==> config.mk <==
export PLATFORM = sky130hd
export DESIGN_NAME = osmc_mode_ctrl
export DESIGN_NICKNAME = d
export VERILOG_FILES = /design/src/osmc_pkg.sv /design/src/osmc_mode_ctrl.sv
export SDC_FILE = /design/constraint.sdc
export NUM_CORES = 1
export LEC_CHECK = 0
export ABC_AREA = 1
export BUFFER_PORTS_ARGS = -buffer_cell sky130_fd_sc_hd__buf_2
export CAP_MARGIN = 20
export CORE_MARGIN = 2
export CORE_UTILIZATION = 35
export DETAILED_ROUTE_END_ITERATION = 10
export PLACE_DENSITY = 0.58
export SLEW_MARGIN = 20
export SYNTH_ARGS = -nofsm -noshare
export SYNTH_HDL_FRONTEND = slang
export SYNTH_SLANG_ARGS = --single-unit
==> constraint.sdc <==
create_clock -name i_clock -period 4.96 [get_ports i_clock]
set_input_delay 0.248 -clock i_clock [delete_from_list [all_inputs] [get_ports i_clock]]
set_output_delay 0.248 -clock i_clock [all_outputs]
set_load 0.1 [all_outputs]
==> src/osmc_pkg.sv <==
// constants and types for the occupancy sensing mode control block
package osmc_pkg;
  // timebase: 250 MHz clock, one pulse per second
  localparam int unsigned CLK_HZ = 250000000;
  localparam int unsigned SEC_CYCLES = CLK_HZ;
  // times in their own units
  localparam int unsigned ABSENT_MIN_LO = 30;
  localparam int unsigned ROOM_ABSENT_MIN = 120;
  localparam int unsigned REJUDGE_HOURS = 4;
  localparam int unsigned CHECK_MIN = 5;
  localparam int unsigned LED_UPDATE_SEC = 3;
  localparam int unsigned PWR_BLIND_SEC = 65;
  localparam int unsigned MOTOR_BLIND_SEC = 10;
  localparam int unsigned LOW_CYCLES_FOR_ABSENT = 5;
  localparam int unsigned ERR_LEVEL_LIMIT = 20;
  // derived counts in seconds
  localparam int unsigned ABSENT_SEC = ABSENT_MIN_LO * 60;
  localparam int unsigned ROOM_ABSENT_SEC = ROOM_ABSENT_MIN * 60;
  localparam int unsigned REJUDGE_SEC = REJUDGE_HOURS * 3600;
  localparam int unsigned CHECK_SEC = CHECK_MIN * 60;
  // activity defaults
  localparam int unsigned FRAME_SEC_DEF = 60;
  localparam int unsigned HIGH_PULSES_DEF = 20;
  localparam int unsigned LOW_PULSES_DEF = 3;
  localparam int unsigned AREAS = 4;
  // temperature shifts in degrees, two's complement
  localparam logic signed [3:0] SHIFT_COOL = 4'sh1;
  localparam logic signed [3:0] SHIFT_HEAT = -4'sh2;
  localparam logic signed [3:0] SHIFT_NONE = 4'sh0;

  typedef enum logic [1:0] {
    OSMC_ACT_LOW = 2'b00,
    OSMC_ACT_NORMAL = 2'b01,
    OSMC_ACT_HIGH = 2'b10
  } osmc_act_e;

  typedef enum logic [1:0] {
    OSMC_LOUV_CENTER = 2'b00,
    OSMC_LOUV_RIGHT = 2'b01,
    OSMC_LOUV_LEFT = 2'b10
  } osmc_louv_e;

  typedef enum logic [1:0] {
    OSMC_ANG_FRONT = 2'b00,
    OSMC_ANG_LEFT = 2'b01,
    OSMC_ANG_RIGHT = 2'b10
  } osmc_ang_e;

  typedef enum logic [1:0] {
    OSMC_POS_OTHER = 2'b00,
    OSMC_POS_A = 2'b01,
    OSMC_POS_C = 2'b10
  } osmc_pos_e;

  typedef enum logic [1:0] {
    OSMC_OPM_COOL = 2'b00,
    OSMC_OPM_DRY = 2'b01,
    OSMC_OPM_HEAT = 2'b10,
    OSMC_OPM_FAN = 2'b11
  } osmc_opm_e;
endpackage

==> src/osmc_mode_ctrl.sv <==
// occupancy sensing mode control: modes, presence, check mode, leds
`timescale 1ns/10ps
`default_nettype none
module osmc_mode_ctrl
  import osmc_pkg::*;
#(
  parameter int unsigned SEC_DIV = SEC_CYCLES,
  parameter int unsigned FRAME_SEC = FRAME_SEC_DEF,
  parameter int unsigned HIGH_PULSES = HIGH_PULSES_DEF,
  parameter int unsigned LOW_PULSES = LOW_PULSES_DEF
) (
  // clock and reset
  input wire logic i_clock,
  input wire logic i_nrst,
  // command pulses
  input wire logic i_comfort_btn,
  input wire logic i_saving_btn,
  input wire logic i_off_btn,
  input wire logic i_off_timer,
  input wire logic i_unit_onoff_btn,
  input wire logic i_boost_sel,
  input wire logic i_quiet_sel,
  input wire logic i_airdir_btn,
  input wire logic i_fan_btn,
  input wire logic i_vlouver_btn,
  input wire logic i_check_cmd,
  input wire logic i_other_cmd,
  input wire logic i_home_automation_input,
  input wire logic i_on_timer,
  input wire logic i_set_temp_change,
  // status and sensors
  input wire logic i_sensor_err,
  input wire logic i_demo,
  input wire logic [7:0] i_err_level,
  input wire logic [1:0] i_op_mode,
  input wire logic [AREAS-1:0] i_ir_pulse,
  input wire logic i_sensor_power,
  input wire logic i_sensor_angle_motor,
  input wire logic [1:0] i_nonliving_pos,
  input wire logic i_pos_remote_set,
  input wire logic [1:0] i_pos_remote,
  input wire logic i_panel_open,
  // outputs
  output logic o_comfort_on,
  output logic o_saving_on,
  output logic [AREAS-1:0] o_area_present,
  output logic [AREAS-1:0] o_area_absent,
  output logic [1:0] o_activity,
  output logic o_room_absent,
  output logic [1:0] o_louver_center,
  output logic signed [3:0] o_temp_shift,
  output logic o_check_on,
  output logic [1:0] o_sensor_angle,
  output logic o_timer_led,
  output logic o_saving_led,
  output logic o_force_off,
  output logic o_panel_open_cmd,
  output logic o_cmd_ignored,
  output logic o_sun_clear
);
  ////////////////////////////////////////////////////////////////////////
  // pin synchronisers
  localparam int SW = AREAS + 5;
  logic [SW-1:0] sync1_q, sync2_q;
  always_ff @(posedge i_clock or negedge i_nrst) begin
    if (!i_nrst) begin
      sync1_q <= '0;
      sync2_q <= '0;
    end else begin
      sync1_q <= {i_ir_pulse, i_sensor_power, i_sensor_angle_motor,
                  i_panel_open, i_sensor_err, i_demo};
      sync2_q <= sync1_q;
    end
  end
  logic [AREAS-1:0] ir_s, ir_prev_q, ir_edge;
  logic pwr_s, motor_s, panel_s, serr_s, demo_s, pwr_prev_q, panel_prev_q;
  assign {ir_s, pwr_s, motor_s, panel_s, serr_s, demo_s} = sync2_q;
  always_ff @(posedge i_clock or negedge i_nrst) begin
    if (!i_nrst) begin
      ir_prev_q <= '0;
      pwr_prev_q <= 1'b0;
      panel_prev_q <= 1'b0;
    end else begin
      ir_prev_q <= ir_s;
      pwr_prev_q <= pwr_s;
      panel_prev_q <= panel_s;
    end
  end
  assign ir_edge = ir_s & ~ir_prev_q;

  ////////////////////////////////////////////////////////////////////////
  // one-second enable
  logic [27:0] div_q;
  logic sec_tick;
  assign sec_tick = (div_q == 28'(SEC_DIV - 1));
  always_ff @(posedge i_clock or negedge i_nrst) begin
    if (!i_nrst) div_q <= '0;
    else if (sec_tick) div_q <= '0;
    else div_q <= div_q + 28'h1;
  end

  ////////////////////////////////////////////////////////////////////////
  // comfort and saving modes
  logic common_stop, big_err, check_q, comfort_start, saving_start;
  assign common_stop = i_off_btn | i_off_timer | i_unit_onoff_btn;
  assign big_err = (i_err_level >= 8'(ERR_LEVEL_LIMIT));
  assign comfort_start = i_comfort_btn & !o_comfort_on;
  assign saving_start = i_saving_btn & !o_saving_on & !comfort_start;
  always_ff @(posedge i_clock or negedge i_nrst) begin
    if (!i_nrst) o_comfort_on <= 1'b0;
    else if (common_stop | i_boost_sel | i_quiet_sel | saving_start
             | i_airdir_btn | i_fan_btn) o_comfort_on <= 1'b0;
    else if (i_comfort_btn) o_comfort_on <= !o_comfort_on;
  end
  always_ff @(posedge i_clock or negedge i_nrst) begin
    if (!i_nrst) o_saving_on <= 1'b0;
    else if (common_stop | i_fan_btn | i_vlouver_btn) o_saving_on <= 1'b0;
    else if (i_boost_sel | i_quiet_sel | comfort_start)
      o_saving_on <= 1'b0;
    else if (i_saving_btn) o_saving_on <= !o_saving_on;
  end

  ////////////////////////////////////////////////////////////////////////
  // activity frames per area
  logic [15:0] frame_q;
  logic frame_end;
  assign frame_end = sec_tick && (frame_q == 16'(FRAME_SEC - 1));
  always_ff @(posedge i_clock or negedge i_nrst) begin
    if (!i_nrst) frame_q <= '0;
    else if (frame_end) frame_q <= '0;
    else if (sec_tick) frame_q <= frame_q + 16'h1;
  end
  logic [AREAS-1:0][15:0] cnt_q, quiet_q, absent_sec_q;
  logic [AREAS-1:0][2:0] lowrun_q;
  logic [15:0] total_pulses;
  always_comb begin
    total_pulses = '0;
    for (int i = 0; i < AREAS; i++) total_pulses = total_pulses + cnt_q[i];
  end
  for (genvar a = 0; a < AREAS; a++) begin : g_area
    always_ff @(posedge i_clock or negedge i_nrst) begin
      if (!i_nrst) begin
        cnt_q[a] <= '0;
        o_area_present[a] <= 1'b0;
      end else if (frame_end) begin
        o_area_present[a] <= (cnt_q[a] != 16'h0) | ir_edge[a];
        cnt_q[a] <= 16'(ir_edge[a]);
      end else if (ir_edge[a] && cnt_q[a] != 16'hffff) begin
        cnt_q[a] <= cnt_q[a] + 16'h1;
      end
    end
    always_ff @(posedge i_clock or negedge i_nrst) begin
      if (!i_nrst) quiet_q[a] <= '0;
      else if (ir_edge[a]) quiet_q[a] <= '0;
      else if (sec_tick && quiet_q[a] < 16'(ABSENT_SEC))
        quiet_q[a] <= quiet_q[a] + 16'h1;
    end
    always_ff @(posedge i_clock or negedge i_nrst) begin
      if (!i_nrst) lowrun_q[a] <= '0;
      else if (frame_end) begin
        if (cnt_q[a] >= 16'(LOW_PULSES)) lowrun_q[a] <= '0;
        else if (lowrun_q[a] < 3'(LOW_CYCLES_FOR_ABSENT))
          lowrun_q[a] <= lowrun_q[a] + 3'h1;
      end
    end
    always_ff @(posedge i_clock or negedge i_nrst) begin
      if (!i_nrst) o_area_absent[a] <= 1'b0;
      else o_area_absent[a] <= (quiet_q[a] >= 16'(ABSENT_SEC)) &&
        (lowrun_q[a] >= 3'(LOW_CYCLES_FOR_ABSENT));
    end
    always_ff @(posedge i_clock or negedge i_nrst) begin
      if (!i_nrst) absent_sec_q[a] <= '0;
      else if (!o_area_absent[a]) absent_sec_q[a] <= '0;
      else if (sec_tick && absent_sec_q[a] <= 16'(ROOM_ABSENT_SEC))
        absent_sec_q[a] <= absent_sec_q[a] + 16'h1;
    end
  end
  always_ff @(posedge i_clock or negedge i_nrst) begin
    if (!i_nrst) o_activity <= OSMC_ACT_LOW;
    else if (frame_end) begin
      if (total_pulses >= 16'(HIGH_PULSES)) o_activity <= OSMC_ACT_HIGH;
      else if (total_pulses >= 16'(LOW_PULSES))
        o_activity <= OSMC_ACT_NORMAL;
      else o_activity <= OSMC_ACT_LOW;
    end
  end
  logic all_long_absent, lowish;
  always_comb begin
    all_long_absent = 1'b1;
    for (int i = 0; i < AREAS; i++)
      if (absent_sec_q[i] <= 16'(ROOM_ABSENT_SEC)) all_long_absent = 1'b0;
  end
  always_ff @(posedge i_clock or negedge i_nrst) begin
    if (!i_nrst) o_room_absent <= 1'b0;
    else o_room_absent <= all_long_absent;
  end

  ////////////////////////////////////////////////////////////////////////
  // installation position and louver centre
  logic [15:0] rejudge_q;
  logic rejudge;
  assign rejudge = sec_tick && (rejudge_q == 16'(REJUDGE_SEC - 1));
  always_ff @(posedge i_clock or negedge i_nrst) begin
    if (!i_nrst) rejudge_q <= '0;
    else if (rejudge) rejudge_q <= '0;
    else if (sec_tick) rejudge_q <= rejudge_q + 16'h1;
  end
  logic [1:0] auto_pos_q, pos_sel;
  logic first_q;
  always_ff @(posedge i_clock or negedge i_nrst) begin
    if (!i_nrst) begin
      auto_pos_q <= OSMC_POS_OTHER;
      first_q <= 1'b1;
    end else if (rejudge || first_q) begin
      auto_pos_q <= i_nonliving_pos;
      first_q <= 1'b0;
    end
  end
  assign pos_sel = i_pos_remote_set ? i_pos_remote : auto_pos_q;
  always_ff @(posedge i_clock or negedge i_nrst) begin
    if (!i_nrst) o_louver_center <= OSMC_LOUV_CENTER;
    else case (pos_sel)
      OSMC_POS_A: o_louver_center <= OSMC_LOUV_RIGHT;
      OSMC_POS_C: o_louver_center <= OSMC_LOUV_LEFT;
      default: o_louver_center <= OSMC_LOUV_CENTER;
    endcase
  end

  ////////////////////////////////////////////////////////////////////////
  // set temperature shift
  assign lowish = (o_activity == OSMC_ACT_LOW) | o_room_absent;
  always_ff @(posedge i_clock or negedge i_nrst) begin
    if (!i_nrst) o_temp_shift <= SHIFT_NONE;
    else if (!o_saving_on) o_temp_shift <= SHIFT_NONE;
    else if ((i_op_mode == OSMC_OPM_COOL || i_op_mode == OSMC_OPM_DRY)
             && lowish) o_temp_shift <= SHIFT_COOL;
    else if (i_op_mode == OSMC_OPM_HEAT &&
             (o_activity == OSMC_ACT_HIGH || o_room_absent))
      o_temp_shift <= SHIFT_HEAT;
    else o_temp_shift <= SHIFT_NONE;
  end

  ////////////////////////////////////////////////////////////////////////
  // sensor check mode
  logic [8:0] chk_sec_q;
  logic chk_enter, chk_exit, permitted;
  assign chk_enter = i_check_cmd && !serr_s && !demo_s && !big_err;
  assign chk_exit = i_other_cmd | i_unit_onoff_btn | serr_s | big_err
    | (sec_tick && chk_sec_q == 9'(CHECK_SEC - 1));
  always_ff @(posedge i_clock or negedge i_nrst) begin
    if (!i_nrst) check_q <= 1'b0;
    else if (check_q && chk_exit) check_q <= 1'b0;
    else if (chk_enter) check_q <= 1'b1;
  end
  always_ff @(posedge i_clock or negedge i_nrst) begin
    if (!i_nrst) chk_sec_q <= '0;
    else if (i_check_cmd) chk_sec_q <= '0;
    else if (check_q && sec_tick) chk_sec_q <= chk_sec_q + 9'h1;
  end
  always_ff @(posedge i_clock or negedge i_nrst) begin
    if (!i_nrst) o_sensor_angle <= OSMC_ANG_FRONT;
    else if (!check_q) o_sensor_angle <= OSMC_ANG_FRONT;
    else if (i_check_cmd) begin
      case (o_sensor_angle)
        OSMC_ANG_FRONT: o_sensor_angle <= OSMC_ANG_LEFT;
        OSMC_ANG_LEFT: o_sensor_angle <= OSMC_ANG_RIGHT;
        default: o_sensor_angle <= OSMC_ANG_FRONT;
      endcase
    end
  end
  always_ff @(posedge i_clock or negedge i_nrst) begin
    if (!i_nrst) o_check_on <= 1'b0;
    else o_check_on <= check_q;
  end

  ////////////////////////////////////////////////////////////////////////
  // detection permission
  logic [6:0] blind_q;
  always_ff @(posedge i_clock or negedge i_nrst) begin
    if (!i_nrst) blind_q <= 7'(PWR_BLIND_SEC);
    else if (pwr_s && !pwr_prev_q) blind_q <= 7'(PWR_BLIND_SEC);
    else if (motor_s) begin
      if (blind_q < 7'(MOTOR_BLIND_SEC)) blind_q <= 7'(MOTOR_BLIND_SEC);
    end else if (sec_tick && blind_q != 7'h0) blind_q <= blind_q - 7'h1;
  end
  assign permitted = pwr_s && !motor_s && (blind_q == 7'h0);

  ////////////////////////////////////////////////////////////////////////
  // led reporting
  logic [1:0] led_sec_q;
  logic seen_q, led_tick;
  assign led_tick = sec_tick && (led_sec_q == 2'(LED_UPDATE_SEC - 1));
  always_ff @(posedge i_clock or negedge i_nrst) begin
    if (!i_nrst) led_sec_q <= '0;
    else if (!check_q || led_tick) led_sec_q <= '0;
    else if (sec_tick) led_sec_q <= led_sec_q + 2'h1;
  end
  always_ff @(posedge i_clock or negedge i_nrst) begin
    if (!i_nrst) seen_q <= 1'b0;
    else if (!check_q || led_tick) seen_q <= 1'b0;
    else if (|ir_edge && permitted) seen_q <= 1'b1;
  end
  always_ff @(posedge i_clock or negedge i_nrst) begin
    if (!i_nrst) begin
      o_timer_led <= 1'b0;
      o_saving_led <= 1'b0;
    end else if (!check_q) begin
      o_timer_led <= 1'b0;
      o_saving_led <= 1'b0;
    end else if (led_tick) begin
      o_timer_led <= seen_q | (|ir_edge && permitted);
      o_saving_led <= permitted;
    end
  end

  ////////////////////////////////////////////////////////////////////////
  // unit state during check, sunlight clear
  logic opm_change;
  logic [1:0] opm_q;
  always_ff @(posedge i_clock or negedge i_nrst) begin
    if (!i_nrst) opm_q <= OSMC_OPM_COOL;
    else opm_q <= i_op_mode;
  end
  assign opm_change = (opm_q != i_op_mode) && !(
    (opm_q == OSMC_OPM_COOL || opm_q == OSMC_OPM_DRY) &&
    (i_op_mode == OSMC_OPM_COOL || i_op_mode == OSMC_OPM_DRY));
  always_ff @(posedge i_clock or negedge i_nrst) begin
    if (!i_nrst) begin
      o_force_off <= 1'b0;
      o_panel_open_cmd <= 1'b0;
      o_cmd_ignored <= 1'b0;
      o_sun_clear <= 1'b0;
    end else begin
      o_force_off <= check_q;
      o_panel_open_cmd <= check_q;
      o_cmd_ignored <= check_q &&
        (i_home_automation_input | i_on_timer);
      o_sun_clear <= saving_start | i_set_temp_change | opm_change
        | (panel_s && !panel_prev_q);
    end
  end
endmodule
`default_nettype wire

==> impl_metrics.py <==
metrics = {
    "status": {
        "run_status": "complete, no violations",
    },
    "finish": {
        "antenna_cells": 0,
        "area.growth.synth_to_final_pct": 14.7,
        "nFillCells": 5555,
        "final_net_count": 2718,
        "design_area_mm2": 0.0224,
        "instances_no_fill": 3371,
        "drive_above_1_share_pct": 7.24,
        "final_cell_mix": "nand2_1 (478), inv_1 (400), dfrtp_1 (334)",
        "layout_commonest_cell": "nand2_1",
    },
    "sta": {
        "period_share_pct": 69.0,
        "drv_slew": 0,
        "slew_headroom_pct": 35.2,
        "grt_setup_unrepaired": "false",
        "min_period_ps": 3420,
        "max_freq_mhz": 292,
        "fin_skew_ps": 21.2,
        "hold_viol_final": 0,
        "finalSetupViolations": 0,
        "worstMarginPinSlew_ps": 970,
        "setup_tns_ps": 0,
    },
    "clock_network": {
        "htreeDepth": 2,
        "path_clk_slew_ps": 60,
        "cts-root-buf": "clkbuf_16",
        "cts_made_buffers": 41,
        "insertion_delay_ps": 580,
        "clk_path_buf_depth": 3,
        "cts_resized": 0,
        "clock-sinks": 337,
        "tritoncts": "built",
    },
    "worst_setup_path": {
        "regToRegSetupSlack_ps": 1540,
        "worstPathMaxFanout": 35,
        "endpoint_kind": "flop",
        "start_kind": "flop",
        "critPathArrivalTime_ps": 3900,
        "worstPathRequired_ps": 5440,
        "path_class": "reg -> reg",
    },
    "route": {
        "vias": 16500,
        "drc": 0,
        "drtIter0Drc": 1078,
        "via_per_inst": 4.90,
        "firstDrtPassIters": 7,
        "postRouteAntennaNets": 0,
        "post_drt_wl_per_cell_um": 14.0,
        "totalWireLength_mm": 47.1,
    },
    "logic_synthesis": {
        "synthCells": 2487,
        "synth_top_area_share_pct": 42.8,
        "synth_top_cell_by_area": "dfrtp_1",
        "async_flop_share_pct": 100,
        "synth_fp_nets": 2611,
        "yosysSeqAreaShare_pct": 43.2,
        "synth_cell_types": 49,
        "netlist_area_mm2": 0.0195,
        "synth_area_leaders": "dfrtp_1 (43%), nand2_1 (9.2%), inv_1 (7.7%)",
        "ys_ff_latch": 337,
        "yosys_most_used_dff": "dfrtp_1",
        "syn_avg_cell_area_um2": 7.86,
        "synth_edf_count": 0,
        "synth_warnings": 0,
    },
    "power_and_ir_drop": {
        "total_power_uw": 8090,
        "max-vdd-ir-drop_uv": 241,
        "p_leak_uw": 0.0103,
        "powerDensity_mw_per_mm2": 361,
    },
    "grt": {
        "top_usage_layer": "met2",
        "grt_max_degree": 122,
        "grt_usage_pct": 16.8,
        "grt_pass1_wl_mm": 79.7,
        "antenna_found_initial": 0,
        "grt-ovfl-total": 0,
        "met3_usage_pct": 2.80,
        "grtUsageMet1_pct": 21.5,
        "grt_pass1_vias": 16400,
        "grt_util_met2_pct": 28.3,
    },
    "placement": {
        "gp_congestion": 0.895,
        "placed_cells_incl_taps": 3268,
        "numPortBuffers": 66,
        "place_area_mm2": 0.0207,
        "dp_hpwl_mm": 33.5,
    },
    "floorplan": {
        "rows": 86,
        "coreArea_mm2": 0.0552,
        "initial_core_util_pct": 35.4,
        "io-pin-count": 69,
        "die-area_mm2": 0.0578,
        "die_y_um": 240,
        "die_width_um": 240,
    },
    "job": {
        "drv_cap": 0,
    },
    "worst_hold_path": {
        "hp-class": "in -> reg",
    },
}
[through the flow]
step | hold slack, ps | util (%) | worst slack, ps
after floorplan | -47.6 | - | 1900
after global placement | 331 | 37.4 | 1520
after detailed placement | 336 | 37.4 | 1540
after CTS | 51.1 | 40.6 | 1500
after global routing | 106 | 40.6 | 1160
final | 76.3 | 40.6 | 1540
[sequential cells by signal, indices dropped and copies added (netlist names), 4 cells and up]
register	count
o_area_present	4
o_area_absent	4
ir_prev_q	4
blind_q	7
quiet_q	64
frame_q	16
chk_sec_q	9
lowrun_q	12
cnt_q	64
absent_sec_q	64
sync2_q	9
sync1_q	9
div_q	28
rejudge_q	16
[what timing repair did]
action,CTS,global route
hold endpoints to repair,135,0
hold buffers,31,0
setup buffers,0,0
[worst paths after layout]
| path | end | cells after the start | startpoint |
|---|---|---|---|
| worst max-delay path | cnt_q[19]$_DFFE_PN0P_ | 13 | div_q[0]$_DFF_PN0_ |
| worst min-delay path | o_louver_center[1]$_DFF_PN0_ | 5 | i_pos_remote[1] |
| worst max register to register | cnt_q[19]$_DFFE_PN0P_ | 13 | div_q[0]$_DFF_PN0_ |
| worst min register to register | sync2_q[5]$_DFF_PN0_ | 0 | sync1_q[5]$_DFF_PN0_ |
| max in group asynchronous | quiet_q[36]$_DFFE_PN0P_ | 3 | i_nrst |
| min in group asynchronous | absent_sec_q[55]$_DFFE_PN0P_ | 2 | i_nrst |
[area by class of cell]
| cell class | count | area (um2) | area share, % |
|---|---|---|---|
| inverter | 411 | 1540 | 6.88 |
| clock inverter | 17 | 272 | 1.21 |
| clock buffer | 55 | 1170 | 5.22 |
| timing repair buffer | 106 | 731 | 3.26 |
| multi-input combinational | 1697 | 9340 | 41.6 |
| tap | 748 | 936 | 4.17 |
| sequential | 337 | 8440 | 37.6 |
[worst max-delay path: stages, from the launching register on]
cell      delay, ps
dfrtp_1         400
ha_1            290
nand2_1         110
nor2_2           60
nand2_1          90
nor3_2           60
nand2_4          50
buf_4           400
clkinv_2        500
nand2_4         610
nand2_2         360
nand2_1         130
nor2_1           50
nor3_1          160
[logic make-up (layout without fill, tap and decap cells)]
logic type,Yosys count,after routing,share of synthesized area (%)
compound gates,302,302,8.75
xor+xnor,110,110,4.93
fa+ha+maj,83,83,6.46
buf+inv,453,589,9.10
flops,337,337,43.2
other cells,1,1,0.0192
simple gates,1201,1201,27.6
[cell usage after synthesis, types with 2 or more instances]
| master | number |
|---|---|
| a2111oi_0 | 2 |
| a211oi_1 | 5 |
| a21oi_1 | 100 |
| a21oi_2 | 2 |
| a31oi_1 | 6 |
| and2_1 | 3 |
| buf_2 | 14 |
| buf_4 | 4 |
| buf_6 | 6 |
| clkbuf_1 | 18 |
| clkinv_1 | 2 |
| dfrtp_1 | 334 |
| dfstp_2 | 3 |
| fa_1 | 30 |
| ha_1 | 53 |
| inv_1 | 400 |
| inv_2 | 8 |
| nand2_1 | 478 |
| nand2_2 | 6 |
| nand2_4 | 4 |
| nand3_1 | 188 |
| nand3b_1 | 12 |
| nand4_1 | 77 |
| nor2_1 | 257 |
| nor2_2 | 5 |
| nor2_4 | 3 |
| nor3_1 | 108 |
| nor3_2 | 3 |
| nor3b_1 | 5 |
| nor4_1 | 44 |
| o21a_1 | 4 |
| o21ai_0 | 126 |
| o21ai_1 | 6 |
| o21ai_2 | 4 |
| o21ai_4 | 2 |
| o221ai_1 | 3 |
| o31ai_1 | 39 |
| or2_2 | 4 |
| xnor2_1 | 11 |
| xor2_1 | 99 |
[power by group]
| part | total (uW) | switching (uW) | leakage (uW) | internal, uW |
|---|---|---|---|---|
| logic | 1850 | 1190 | 0.00503 | 652 |
| registers | 3040 | 141 | 0.00456 | 2890 |
| clock network | 3210 | 1230 | 0.000708 | 1970 |
| total | 8090 | 2570 | 0.0103 | 5520 |
[routing by layer]
layer / up-vias / part of all wire, %
met1: 7782 / 46
met5: - / 0
li1: 8295 / -
met2: 346 / 47
met4: 0 / 3.5
met3: 101 / 3.9
No activity file was read; power rests on OpenSTA's default activity.
